--- src/design/ssibe_cfg.svh ---
`ifndef SSIBE_CFG_SVH
`define SSIBE_CFG_SVH

// System clock
`define SSIBE_CLK_NS          5

// SPI serial clock made by division of clk
`define SSIBE_SPI_PERIOD_NS   125
`define SSIBE_SPI_HALF_CYC    ((`SSIBE_SPI_PERIOD_NS / 2) / `SSIBE_CLK_NS)

// Two-wire clock at 400 kHz, low and high halves are least times
`define SSIBE_I2C_PERIOD_NS   2500
`define SSIBE_I2C_HALF_CYC    (((`SSIBE_I2C_PERIOD_NS / 2) + `SSIBE_CLK_NS - 1) / `SSIBE_CLK_NS)

// Operating mode field encodings
`define SSIBE_MODE_SPI        2'b11
`define SSIBE_MODE_I2C        2'b10

// Framing
`define SSIBE_BYTE_BITS       8
`define SSIBE_ACK_BIT         4'h8
`define SSIBE_SPI_LAST_EDGE   5'h0f

// Command FIFO
`define SSIBE_FIFO_WIDTH      10
`define SSIBE_FIFO_DEPTH      16

`endif

--- src/design/ssibe_pkg.sv ---
package ssibe_pkg;

   typedef enum logic [1:0] {
      CMD_WRITE = 2'b00,
      CMD_START = 2'b01,
      CMD_READ  = 2'b10,
      CMD_STOP  = 2'b11
   } ssibe_cmd_t;

   typedef enum logic [3:0] {
      ST_IDLE      = 4'b0000,
      ST_SPI_SEL   = 4'b0001,
      ST_SPI_XFER  = 4'b0010,
      ST_SPI_END   = 4'b0011,
      ST_I2C_START = 4'b0100,
      ST_I2C_LOW   = 4'b0101,
      ST_I2C_HIGH  = 4'b0110,
      ST_I2C_HOLD  = 4'b0111,
      ST_I2C_STOP  = 4'b1000
   } ssibe_state_t;

   typedef struct packed {
      ssibe_state_t st;
      logic [8:0]   cnt;
      logic [4:0]   edg;
      logic [3:0]   bitn;
      logic [1:0]   step;
      logic [7:0]   sh;
      logic [7:0]   rx;
      logic         rd;
      logic         ack_en;
      logic         pol;
      logic         pha;
      logic         sck;
      logic         ss_n;
      logic         mosi;
      logic         scl_oe;
      logic         sda_oe;
      logic         busy;
      logic         seen_high;
      logic         rx_valid;
      logic         rx_ack;
      logic         arb_lost;
      logic         m1;
      logic         m2;
      logic         c1;
      logic         c2;
      logic         c3;
      logic         d1;
      logic         d2;
      logic         d3;
   } ssibe_host_st_t;

endpackage

--- src/design/ssibe_fifo.sv ---
`timescale 1ns/1ps
module ssibe_fifo #(
   parameter int W = 10,
   parameter int D = 16
) (
   // Clock and reset
   input  wire logic         clk,
   input  wire logic         rst,
   // Fill side
   input  wire logic         in_valid,
   output      logic         in_ready,
   input  wire logic [W-1:0] in_data,
   // Drain side
   output      logic         out_valid,
   input  wire logic         out_ready,
   output      logic [W-1:0] out_data
);

   localparam int AW = $clog2(D);

   typedef struct packed {
      logic [D-1:0][W-1:0] mem;
      logic [AW-1:0]       wp;
      logic [AW-1:0]       rp;
      logic [AW:0]         cnt;
      logic                rdy;
   } ssibe_fifo_st_t;

   ssibe_fifo_st_t q;
   ssibe_fifo_st_t n;
   logic           push;
   logic           pop;

   assign in_ready  = q.rdy;
   assign out_valid = (q.cnt != '0);
   assign out_data  = q.mem[q.rp];

   always_comb
   begin
      n    = q;
      push = in_valid && q.rdy;
      pop  = out_valid && out_ready;
      if (push)
      begin
         n.mem[q.wp] = in_data;
         n.wp        = q.wp + AW'(1);
      end
      if (pop)
      begin
         n.rp = q.rp + AW'(1);
      end
      n.cnt = q.cnt + (AW+1)'(push) - (AW+1)'(pop);
      n.rdy = (n.cnt < (AW+1)'(D));
   end

   always_ff @(posedge clk)
   begin
      if (rst)
      begin
         q     <= '0;
         q.rdy <= 1'b1;
      end
      else
      begin
         q <= n;
      end
   end

endmodule

--- src/design/ssibe_host.sv ---
// Function
// - Four SPI formats from polarity and phase; sample one edge, set up other
// - Phase 0: both sample on first edge, shift next bit on second
// - Phase 0: master returns slave select high between transfers
// - Phase 1: first edge shifts bit out, second samples, third shifts next
// - Data line changes only while clock low, except START and STOP
// - Data falling with clock high is START, rising is STOP
// - Only the master makes START and STOP; repeated START equals START
// - Bytes are eight bits MSB first plus acknowledge, count unlimited
// - Slave may hold clock low; master waits until it is released
// - Master clocks acknowledge; transmitter releases data; receiver pulls low
// - Master receiver withholds acknowledge after last byte, then STOP or START
`timescale 1ns/1ps
`include "ssibe_cfg.svh"
module ssibe_host (
   // Clock and reset
   input  wire logic                clk,
   input  wire logic                rst,
   // Command stream
   input  wire logic                cmd_valid,
   output      logic                cmd_ready,
   input  wire ssibe_pkg::ssibe_cmd_t cmd_code,
   input  wire logic [7:0]          cmd_data,
   // Configuration
   input  wire logic [1:0]          unit_operating_mode_field,
   input  wire logic                clock_polarity_bit,
   input  wire logic                clock_phase_bit,
   // Results
   output      logic                rx_valid,
   output      logic [7:0]          rx_data,
   output      logic                rx_ack,
   output      logic                arb_lost,
   output      logic                bus_busy,
   // SPI pins
   output      logic                serial_clock_pin,
   output      logic                slave_select_pin_n,
   output      logic                mosi_pin,
   input  wire logic                miso_pin,
   // Two-wire pins
   input  wire logic                two_wire_clock_line_in,
   output      logic                two_wire_clock_line_out,
   output      logic                two_wire_clock_line_oe,
   input  wire logic                two_wire_data_line_in,
   output      logic                two_wire_data_line_out,
   output      logic                two_wire_data_line_oe
);
   import ssibe_pkg::*;

   localparam logic [8:0] SPI_HALF = 9'(`SSIBE_SPI_HALF_CYC);
   localparam logic [8:0] I2C_HALF = 9'(`SSIBE_I2C_HALF_CYC);
   localparam logic [8:0] I2C_SETUP = 9'(`SSIBE_I2C_HALF_CYC / 2);

   ssibe_host_st_t q;
   ssibe_host_st_t n;
   logic           f_valid;
   logic           f_take;
   logic [9:0]     f_data;
   ssibe_cmd_t     f_cmd;
   logic           is_spi;

   function automatic logic timer_done(input logic [8:0] c, input logic [8:0] lim);
      return (c >= lim);
   endfunction

   ////////////////////////////////////////////////////////////////////////////////
   // Command FIFO
   ssibe_fifo #(
      .W (`SSIBE_FIFO_WIDTH),
      .D (`SSIBE_FIFO_DEPTH)
   ) u_fifo (
      .clk       (clk),
      .rst       (rst),
      .in_valid  (cmd_valid),
      .in_ready  (cmd_ready),
      .in_data   ({cmd_code, cmd_data}),
      .out_valid (f_valid),
      .out_ready (f_take),
      .out_data  (f_data)
   );

   assign f_cmd  = ssibe_cmd_t'(f_data[9:8]);
   assign is_spi = (unit_operating_mode_field == `SSIBE_MODE_SPI);

   ////////////////////////////////////////////////////////////////////////////////
   // Next state
   always_comb
   begin
      n          = q;
      f_take     = 1'b0;
      n.m1       = miso_pin;
      n.m2       = q.m1;
      n.c1       = two_wire_clock_line_in;
      n.c2       = q.c1;
      n.c3       = q.c2;
      n.d1       = two_wire_data_line_in;
      n.d2       = q.d1;
      n.d3       = q.d2;
      n.rx_valid = 1'b0;
      n.arb_lost = 1'b0;
      n.cnt      = q.cnt + 9'h001;
      // Bus monitor
      if (q.c2 && q.c3 && q.d3 && !q.d2)
      begin
         n.busy = 1'b1;
      end
      else if (q.c2 && q.c3 && !q.d3 && q.d2)
      begin
         n.busy = 1'b0;
      end
      case (q.st)
         ST_IDLE:
         begin
            n.cnt = 9'h000;
            if (is_spi && q.ss_n)
            begin
               n.sck = clock_polarity_bit;
            end
            if (f_valid)
            begin
               if (is_spi)
               begin
                  f_take = 1'b1;
                  if (f_cmd == CMD_STOP)
                  begin
                     n.ss_n = 1'b1;
                  end
                  else
                  begin
                     n.pol = clock_polarity_bit;
                     n.pha = clock_phase_bit;
                     n.sck = clock_polarity_bit;
                     n.edg = 5'h00;
                     n.rx  = 8'h00;
                     if (!clock_phase_bit)
                     begin
                        n.mosi = f_data[7];
                        n.sh   = {f_data[6:0], 1'b0};
                     end
                     else
                     begin
                        n.sh = f_data[7:0];
                     end
                     n.st = q.ss_n ? ST_SPI_SEL : ST_SPI_XFER;
                  end
               end
               else if (f_cmd == CMD_START)
               begin
                  if (!q.busy)
                  begin
                     f_take = 1'b1;
                     n.sh   = f_data[7:0];
                     n.rd   = 1'b0;
                     n.step = 2'h0;
                     n.st   = ST_I2C_START;
                  end
               end
               else
               begin
                  f_take = 1'b1;
               end
            end
         end
         ST_SPI_SEL:
         begin
            n.ss_n = 1'b0;
            if (timer_done(q.cnt, SPI_HALF))
            begin
               n.cnt = 9'h000;
               n.st  = ST_SPI_XFER;
            end
         end
         ST_SPI_XFER:
         begin
            if (timer_done(q.cnt, SPI_HALF))
            begin
               n.cnt = 9'h000;
               n.sck = ~q.sck;
               n.edg = q.edg + 5'h01;
               if (q.edg[0] == q.pha)
               begin
                  n.rx = {q.rx[6:0], q.m2};
               end
               else
               begin
                  n.mosi = q.sh[7];
                  n.sh   = {q.sh[6:0], 1'b0};
               end
               if (q.edg == `SSIBE_SPI_LAST_EDGE)
               begin
                  n.st = ST_SPI_END;
               end
            end
         end
         ST_SPI_END:
         begin
            if (timer_done(q.cnt, SPI_HALF))
            begin
               n.rx_valid = 1'b1;
               n.st       = ST_IDLE;
               if (!q.pha)
               begin
                  n.ss_n = 1'b1;
               end
            end
         end
         ST_I2C_START:
         begin
            case (q.step)
               2'h0:
               begin
                  n.sda_oe = 1'b0;
                  if (timer_done(q.cnt, I2C_HALF))
                  begin
                     n.cnt    = 9'h000;
                     n.scl_oe = 1'b0;
                     n.step   = 2'h1;
                  end
               end
               2'h1:
               begin
                  if (!q.c2)
                  begin
                     n.cnt = 9'h000;
                  end
                  else if (timer_done(q.cnt, I2C_HALF))
                  begin
                     n.cnt    = 9'h000;
                     n.sda_oe = 1'b1;
                     n.step   = 2'h2;
                  end
               end
               default:
               begin
                  if (timer_done(q.cnt, I2C_HALF))
                  begin
                     n.cnt    = 9'h000;
                     n.scl_oe = 1'b1;
                     n.bitn   = 4'h0;
                     n.st     = ST_I2C_LOW;
                  end
               end
            endcase
         end
         ST_I2C_LOW:
         begin
            n.scl_oe = 1'b1;
            if (q.cnt == I2C_SETUP)
            begin
               if (q.bitn < `SSIBE_ACK_BIT)
               begin
                  n.sda_oe = q.rd ? 1'b0 : ~q.sh[7];
               end
               else
               begin
                  n.sda_oe = q.rd ? q.ack_en : 1'b0;
               end
            end
            if (timer_done(q.cnt, I2C_HALF))
            begin
               n.cnt       = 9'h000;
               n.scl_oe    = 1'b0;
               n.seen_high = 1'b0;
               n.st        = ST_I2C_HIGH;
            end
         end
         ST_I2C_HIGH:
         begin
            if (!q.seen_high)
            begin
               n.cnt = 9'h000;
               if (q.c2)
               begin
                  n.seen_high = 1'b1;
                  if (q.bitn < `SSIBE_ACK_BIT)
                  begin
                     n.rx = {q.rx[6:0], q.d2};
                     if (!q.rd && !q.sda_oe && !q.d2)
                     begin
                        n.arb_lost = 1'b1;
                        n.sda_oe   = 1'b0;
                        n.st       = ST_IDLE;
                     end
                  end
                  else
                  begin
                     n.rx_ack = !q.d2;
                  end
               end
            end
            else if (!q.c2 || timer_done(q.cnt, I2C_HALF))
            begin
               n.scl_oe = 1'b1;
               n.cnt    = 9'h000;
               if (q.bitn == `SSIBE_ACK_BIT)
               begin
                  n.rx_valid = 1'b1;
                  n.st       = ST_I2C_HOLD;
               end
               else
               begin
                  n.bitn = q.bitn + 4'h1;
                  n.sh   = {q.sh[6:0], 1'b0};
                  n.st   = ST_I2C_LOW;
               end
            end
         end
         ST_I2C_HOLD:
         begin
            n.cnt = 9'h000;
            if (f_valid)
            begin
               f_take = 1'b1;
               n.bitn = 4'h0;
               n.step = 2'h0;
               case (f_cmd)
                  CMD_WRITE:
                  begin
                     n.sh = f_data[7:0];
                     n.rd = 1'b0;
                     n.st = ST_I2C_LOW;
                  end
                  CMD_READ:
                  begin
                     n.rd     = 1'b1;
                     n.ack_en = f_data[0];
                     n.st     = ST_I2C_LOW;
                  end
                  CMD_START:
                  begin
                     n.sh = f_data[7:0];
                     n.rd = 1'b0;
                     n.st = ST_I2C_START;
                  end
                  default:
                  begin
                     n.st = ST_I2C_STOP;
                  end
               endcase
            end
         end
         ST_I2C_STOP:
         begin
            if (q.step == 2'h0)
            begin
               n.sda_oe = 1'b1;
               if (timer_done(q.cnt, I2C_HALF))
               begin
                  n.cnt    = 9'h000;
                  n.scl_oe = 1'b0;
                  n.step   = 2'h1;
               end
            end
            else if (!q.c2)
            begin
               n.cnt = 9'h000;
            end
            else if (timer_done(q.cnt, I2C_HALF))
            begin
               n.sda_oe = 1'b0;
               n.st     = ST_IDLE;
            end
         end
         default:
         begin
            n.st     = ST_IDLE;
            n.scl_oe = 1'b0;
            n.sda_oe = 1'b0;
         end
      endcase
      if (n.arb_lost)
      begin
         n.scl_oe = 1'b0;
      end
   end

   always_ff @(posedge clk)
   begin
      if (rst)
      begin
         q      <= '0;
         q.ss_n <= 1'b1;
      end
      else
      begin
         q <= n;
      end
   end

   ////////////////////////////////////////////////////////////////////////////////
   // Outputs
   assign rx_valid                = q.rx_valid;
   assign rx_data                 = q.rx;
   assign rx_ack                  = q.rx_ack;
   assign arb_lost                = q.arb_lost;
   assign bus_busy                = q.busy;
   assign serial_clock_pin        = q.sck;
   assign slave_select_pin_n      = q.ss_n;
   assign mosi_pin                = q.mosi;
   assign two_wire_clock_line_out = 1'b0;
   assign two_wire_clock_line_oe  = q.scl_oe;
   assign two_wire_data_line_out  = 1'b0;
   assign two_wire_data_line_oe   = q.sda_oe;
endmodule

--- config.mk ---
export PLATFORM = sky130hd
export DESIGN_NAME = ssibe_host
export DESIGN_NICKNAME = d
export VERILOG_FILES = /design/src/design/ssibe_pkg.sv /design/src/design/ssibe_fifo.sv /design/src/design/ssibe_host.sv
export VERILOG_INCLUDE_DIRS = /design/src /design/src/design
export SDC_FILE = /design/constraint.sdc
export NUM_CORES = 1
export LEC_CHECK = 0
export BUFFER_PORTS_ARGS = -buffer_cell sky130_fd_sc_hd__buf_2
export CORE_ASPECT_RATIO = 1.1
export CORE_MARGIN = 2
export CORE_UTILIZATION = 50
export DETAILED_ROUTE_END_ITERATION = 12
export PLACE_DENSITY_LB_ADDON = 0.15
export RECOVER_POWER = 100
export SLEW_MARGIN = 20
export SYNTH_ARGS = -nofsm -noshare
export SYNTH_HDL_FRONTEND = slang
export SYNTH_SLANG_ARGS = --single-unit
--- constraint.sdc ---
create_clock -name clk -period 5.87 [get_ports clk]
set_clock_uncertainty 0.15 [all_clocks]
set_input_delay 1.4675 -clock clk [delete_from_list [all_inputs] [get_ports clk]]
set_output_delay 1.4675 -clock clk [all_outputs]
set_load 0.1 [all_outputs]
After elaboration in Yosys (flattened, before gate mapping). Cells that the tools add are included.

Register bits: 235. Bits of input ports: 20. Output and inout bits: 20. Logic and storage cells: 320.

Add/subtract/negate cells: 7. Order comparisons: 7. Equality and inequality tests: 64. Mux-type cells: 136. Bitwise gates (word level): 6. Reductions and logical operators: 52.

Operator list (number): bitwise mux 160 bit (1); 2-to-1 mux 8 bit (12); 2-to-1 mux 4 bit (19); 2-to-1 mux 13 bit (5); case mux 9 bit (7 select lines) (1); != test 2 bit, second input constant (31); 2-to-1 mux 1 bit (50); binary-select mux 10 bit (select 4 bit) (1); demux 10 bit (select 4 bit) (1); 2-to-1 mux 10 bit (4); 2-to-1 mux 9 bit (4); != test 3 bit, second input constant (12); case mux 4 bit (9 select lines) (1); 2-to-1 mux 16 bit (2); case mux 8 bit (4 select lines) (1); case mux 8 bit (3 select lines) (1); AND reduction 7 bit (3); 2-to-1 mux 19 bit (1); AND reduction 19 bit (1); 2-to-1 mux 18 bit (1); case mux 1 bit (2 select lines) (9); case mux 9 bit (2 select lines) (1); equality test 4 x 3 -> 1 bit, second input constant (4); 2-to-1 mux 2 bit (8); 52 further kinds (98).

Longest topological paths before layout.
Word-level depth: 10. Mapped depth: 20.

Hierarchy. A second synthesis with hierarchy kept.

Cells, all modules: 1392. Area total of the unflattened synthesis: 11815.1 µm².

Modules (own cells, without submodules): ssibe_fifo (instances 1, cells an instance 945, area an instance 7928.9 µm², seq. area each 3483.3 µm²); ssibe_host (instances 1, cells an instance 447, area an instance 3886.2 µm², seq. area each 1221.2 µm²).

Worst setup path after synthesis. Ideal clock, no wire load.

Path type: input to register. Start point: in unit_operating_mode_field[0]. End point: reg u_fifo.q (netlist bit u_fifo.in_ready). Setup time: 114 ps. Data arrival time: 3606 ps. Required time: 5606 ps. Slack: 1999 ps. Stages on the path: 16. Path through: nand2_1 o2111ai_1 o21ai_1 inv_1 ha_1 inv_1 ha_1 inv_1 fa_1 inv_1 a21oi_1 nor2_1 nor2_1 xnor2_1 nor2b_1 inv_1.

Word-level cells in the longest chain between the ends: 7.

Ends and longest elaborated chain: start, declared (line ssibe_host.sv:25) `input wire logic [1:0] unit_operating_mode_field,`; equality test 2 bit (no source line); 2-to-1 mux 1 bit (line ssibe_host.sv:120) `if (is_spi)`; 2-to-1 mux 1 bit (line ssibe_host.sv:118) `if (f_valid)`; case mux 1 bit (2 select lines) (line ssibe_host.sv:110) `case (q.st)`; logical AND 1 bit (line ssibe_fifo.sv:42) `pop = out_valid && out_ready;`; net u_fifo.pop (line ssibe_fifo.sv:32) `logic pop;`; subtractor 5 x 1 -> 5 bit (line ssibe_fifo.sv:52) `n.cnt = q.cnt + (AW+1)'(push) - (AW+1)'(pop);`; less-than comparator 5 bit (line ssibe_fifo.sv:53) `n.rdy = (n.cnt < (AW+1)'(D));`; end signal, assigned (line ssibe_fifo.sv:65) `q <= n;`; end, declared (line ssibe_fifo.sv:29) `ssibe_fifo_st_t q;`.

The timed path passes the listed nets, and every way through them passes these cells. A chain may end at the register's enable or synchronous reset.

Worst setup path in the final report.
Start point: reg u_fifo.q[8] (netlist name). End point: reg u_fifo.q (netlist bit u_fifo.in_ready).

Word-level cells in the longest chain between the ends: 10.

Ends and longest elaborated chain: binary-select mux 10 bit (select 4 bit) (line ssibe_fifo.sv:36) `assign out_data = q.mem[q.rp];`; 2-to-1 mux 10 bit (implied by the code) (line ssibe_fifo.sv:36); equality test 2 x 1 -> 1 bit (line ssibe_host.sv:146) `else if (f_cmd == CMD_START)`; 2-to-1 mux 1 bit (line ssibe_host.sv:146); 2-to-1 mux 1 bit (line ssibe_host.sv:120); 2-to-1 mux 1 bit (line ssibe_host.sv:118); case mux 1 bit (2 select lines) (line ssibe_host.sv:110); logical AND 1 bit (line ssibe_fifo.sv:42); net u_fifo.pop (line ssibe_fifo.sv:32); subtractor 5 x 1 -> 5 bit (line ssibe_fifo.sv:52); less-than comparator 5 bit (line ssibe_fifo.sv:53).

The timed path passes the listed nets, and every way through them passes these cells. The select of a mux whose other input is x is not followed.

==> flow_metrics.env <==
export IMPL_p_leak_nw=4.19
export IMPL_min_path_type="reg2reg"
export IMPL_grt_pass1_wl_um=46700
export IMPL_rsz0062_at_grt="false"
export IMPL_area_growth_syn_to_layout_pct=10.4
export IMPL_nets=1275
export IMPL_cts_root_buf="clkbuf_16"
export IMPL_dp_hpwl_um=19100
export IMPL_critical_path_class="reg2reg"
export IMPL_violations="max-capacitance violations, max-slew violations"
export IMPL_tns_ps=0
export IMPL_drcViolationCount=0
export IMPL_start_util_pct=51.1
export IMPL_dr_pass1_iters=5
export IMPL_required_ps=6120
export IMPL_layout_commonest_cell="dfxtp_1"
export IMPL_synth_cell_type_count=80
export IMPL_period_minus_slack_ps=4570
export IMPL_antenna_found_initial=0
export IMPL_synth_async_reset_ratio_pct=0
export IMPL_pwr_density_cell_nw_per_um2=423
export IMPL_fp_row_count=57
export IMPL_yosysSeqAreaShare_pct=41.6
export IMPL_irDropWorstVdd_v=0.000242
export IMPL_synth_compound_area_share_pct=16.2
export IMPL_synth_xor_area_share_pct=1.40
export IMPL_wl_per_cell_um=18.7
export IMPL_port_buffers=37
export IMPL_syn_area_um2=11300
export IMPL_clk_pin_slew_ps=60
export IMPL_synthMuxAreaShare_pct=18.1
export IMPL_clock_path_buffers=3
export IMPL_ys_warn_count=0
export IMPL_diodes=0
export IMPL_max_clock_freq_ghz=0.219
export IMPL_grt_usage_pct=24.2
export IMPL_synth_top_family_by_area="multiplexers"
export IMPL_synth_simple_area_share_pct=15.8
export IMPL_cts_tree="yes"
export IMPL_reg2reg_setup_slack_ps=1300
export IMPL_gp_congestion=0.910
export IMPL_die_x_um=147
export IMPL_hold_viol=0
export IMPL_die_h_um=162
export IMPL_synth_seq_cells=235
export IMPL_avgSynthCellArea_um2=9.06
export IMPL_grt_ovfl_total=0
export IMPL_synthAdderAreaFrac_pct=2.17
export IMPL_synth_edff_count=0
export IMPL_status="finished, violations left"
export IMPL_critPathCaptureType="register"
export IMPL_worstPathArrival_ps=4820
export IMPL_die_area_um2=23800
export IMPL_wl_um=29000
export IMPL_setup_violations=0
export IMPL_maxCapViolCount=1
export IMPL_grt_max_degree=132
export IMPL_first_iter_violations=589
export IMPL_synth_flop_cell="dfxtp_1"
export IMPL_syn_inst=1247
export IMPL_io_pins=40
export IMPL_slew_violations=132
export IMPL_vias_per_cell=5.76
export IMPL_insertion_delay_ps=530
export IMPL_path_max_fanout=21
export IMPL_multi_input_area_um2=6070
export IMPL_coreArea_um2=22100
export IMPL_cts_repair_resized=0
export IMPL_vias=8934
export IMPL_grt_pass1_vias=8478
export IMPL_numCtsBuffers=26
export IMPL_cts_hold_buf=0
export IMPL_fin_crit_sh_pct=77.9
export IMPL_crit_end="u_fifo.in_ready"
export IMPL_final_cell_mix="dfxtp_1 (234), nor2_1 (182), mux2i_1 (158)"
export IMPL_fillers=2050
export IMPL_post_cts_buffers=0
export IMPL_place_inst=1503
export IMPL_critPathLaunchType="register"
export IMPL_reg2reg_from="u_fifo.q[8]"
export IMPL_register_area_um2=4710
export IMPL_ant_nets=0
export IMPL_final_instance_count_excl_fill=1550
export IMPL_h_tree_depth=1
export IMPL_rr_worst_depth=18
export IMPL_cts_sinks=235
export IMPL_maxSlewHeadroom_pct=-80.9
export IMPL_r2r_end="u_fifo.in_ready"
export IMPL_drive_above_1_share_pct=10.4
export IMPL_tightest_slew_ps=2710
export IMPL_crit_start="u_fifo.q[8]"
[cell usage after synthesis (3+ instances only)]
cell type  number  area [µm²]
nand3_1        19        95.1
a31oi_1         6        37.5
nor3_1         19        95.1
a221oi_2        3        45.0
clkbuf_1       60         225
and2_1          6        37.5
nor2_1        182         683
dfxtp_1       235        4700
buf_2          13        65.1
nand2b_1       10        62.6
mux2i_1       158        1580
a211oi_1       14         105
o21a_1          4        30.0
nand4_1        13        81.3
inv_1          24        90.1
buf_1           6        22.5
nor2b_1        14        87.6
a311oi_1        3        26.3
a22oi_1        12        90.1
xor2_1         10        87.6
a21oi_1       116         581
o221ai_1        3        26.3
buf_4          10        75.1
nand3b_1        3        22.5
nand2_1       121         454
ha_1           18         225
or3_1           3        18.8
o21ai_0        33         165
o21ai_1        11        55.1
a21o_1          4        30.0
mux4_2         20         450
and3_1          3        18.8
a221oi_1       17         149
xnor2_1         8        70.1
a311oi_2        7         105
o22ai_1         3        18.8
buf_6           4        45.0
[logic make-up after synthesis]
logic type,count (synthesis)
other cells,1
buf+inv,118
mux,179
fa+ha+maj,19
compound gates,270
xor+xnor,18
flops,235
simple gates,407
[sequential cells by signal, indices dropped and copies added (netlist names)]
| name | count |
|---|---|
| two_wire_data_line_oe | 1 |
| rx_data | 8 |
| n | 5 |
| serial_clock_pin | 1 |
| u_fifo.in_ready | 1 |
| bus_busy | 1 |
| arb_lost | 1 |
| two_wire_clock_line_oe | 1 |
| rx_valid | 1 |
| mosi_pin | 1 |
| u_fifo.q | 173 |
| rx_ack | 1 |
| slave_select_pin_n | 1 |
| q | 39 |
[worst min path at each step]
stage               start    to  cells after the start
finish               n[4]  n[3]                      1
global route         n[4]  n[3]                      1
CTS                  n[4]  n[3]                      1
detailed placement   n[6]  q[6]                      1
global placement     n[6]  q[6]                      1
floorplan            n[1]  n[0]                      1
[metal layers]
layer,wire [µm],GRT usage [%],vias up
li1,-,-,4405
met1,12700,31.4,4251
met2,14200,42.9,238
met3,1250,2.61,40
met4,758,6.95,0
met5,0,0,-
[cell type report]
class                      count  area share [%]
clock buffer                  37            6.20
clock inverter                10            1.42
inverter                      24           0.722
multi-input combinational    895            48.7
sequential                   235            37.7
tap                          295            2.96
timing repair buffer          54            2.29
[where the power goes]
group,switching [mW],internal [mW]
clock,0.652,1.13
sequential,0.151,1.71
combinational,1.05,0.584
[worst max-delay path, cell delays in order (launching register included)]
cell and delay (ps):
dfxtp_1 630, and2_2 520, a221oi_1 230, o21ai_0 410, o2111ai_1 300, o21ai_0 530
inv_1 100, ha_1 300, inv_1 50, ha_1 140, inv_1 50, fa_1 390
inv_1 70, a21oi_1 60, nor2_1 80, nor2_1 50, xnor2_1 120, nor2b_1 160
inv_1 80
[metrics by stage]
stage               setup WS, ps  hold WS, ps  total power [mW]  instance area (µm²)  util, %
finish                      1300          287              5.28                12500     56.4
global placement            1520          268              3.52                11600     52.3
global route                 954          320              5.56                12500     56.4
CTS                         1750          291              5.33                12500     56.6
floorplan                   2000          264              3.22                11300        -
detailed placement          1480          275              3.53                11600     52.3
Power figures use the tool's default switching activity.
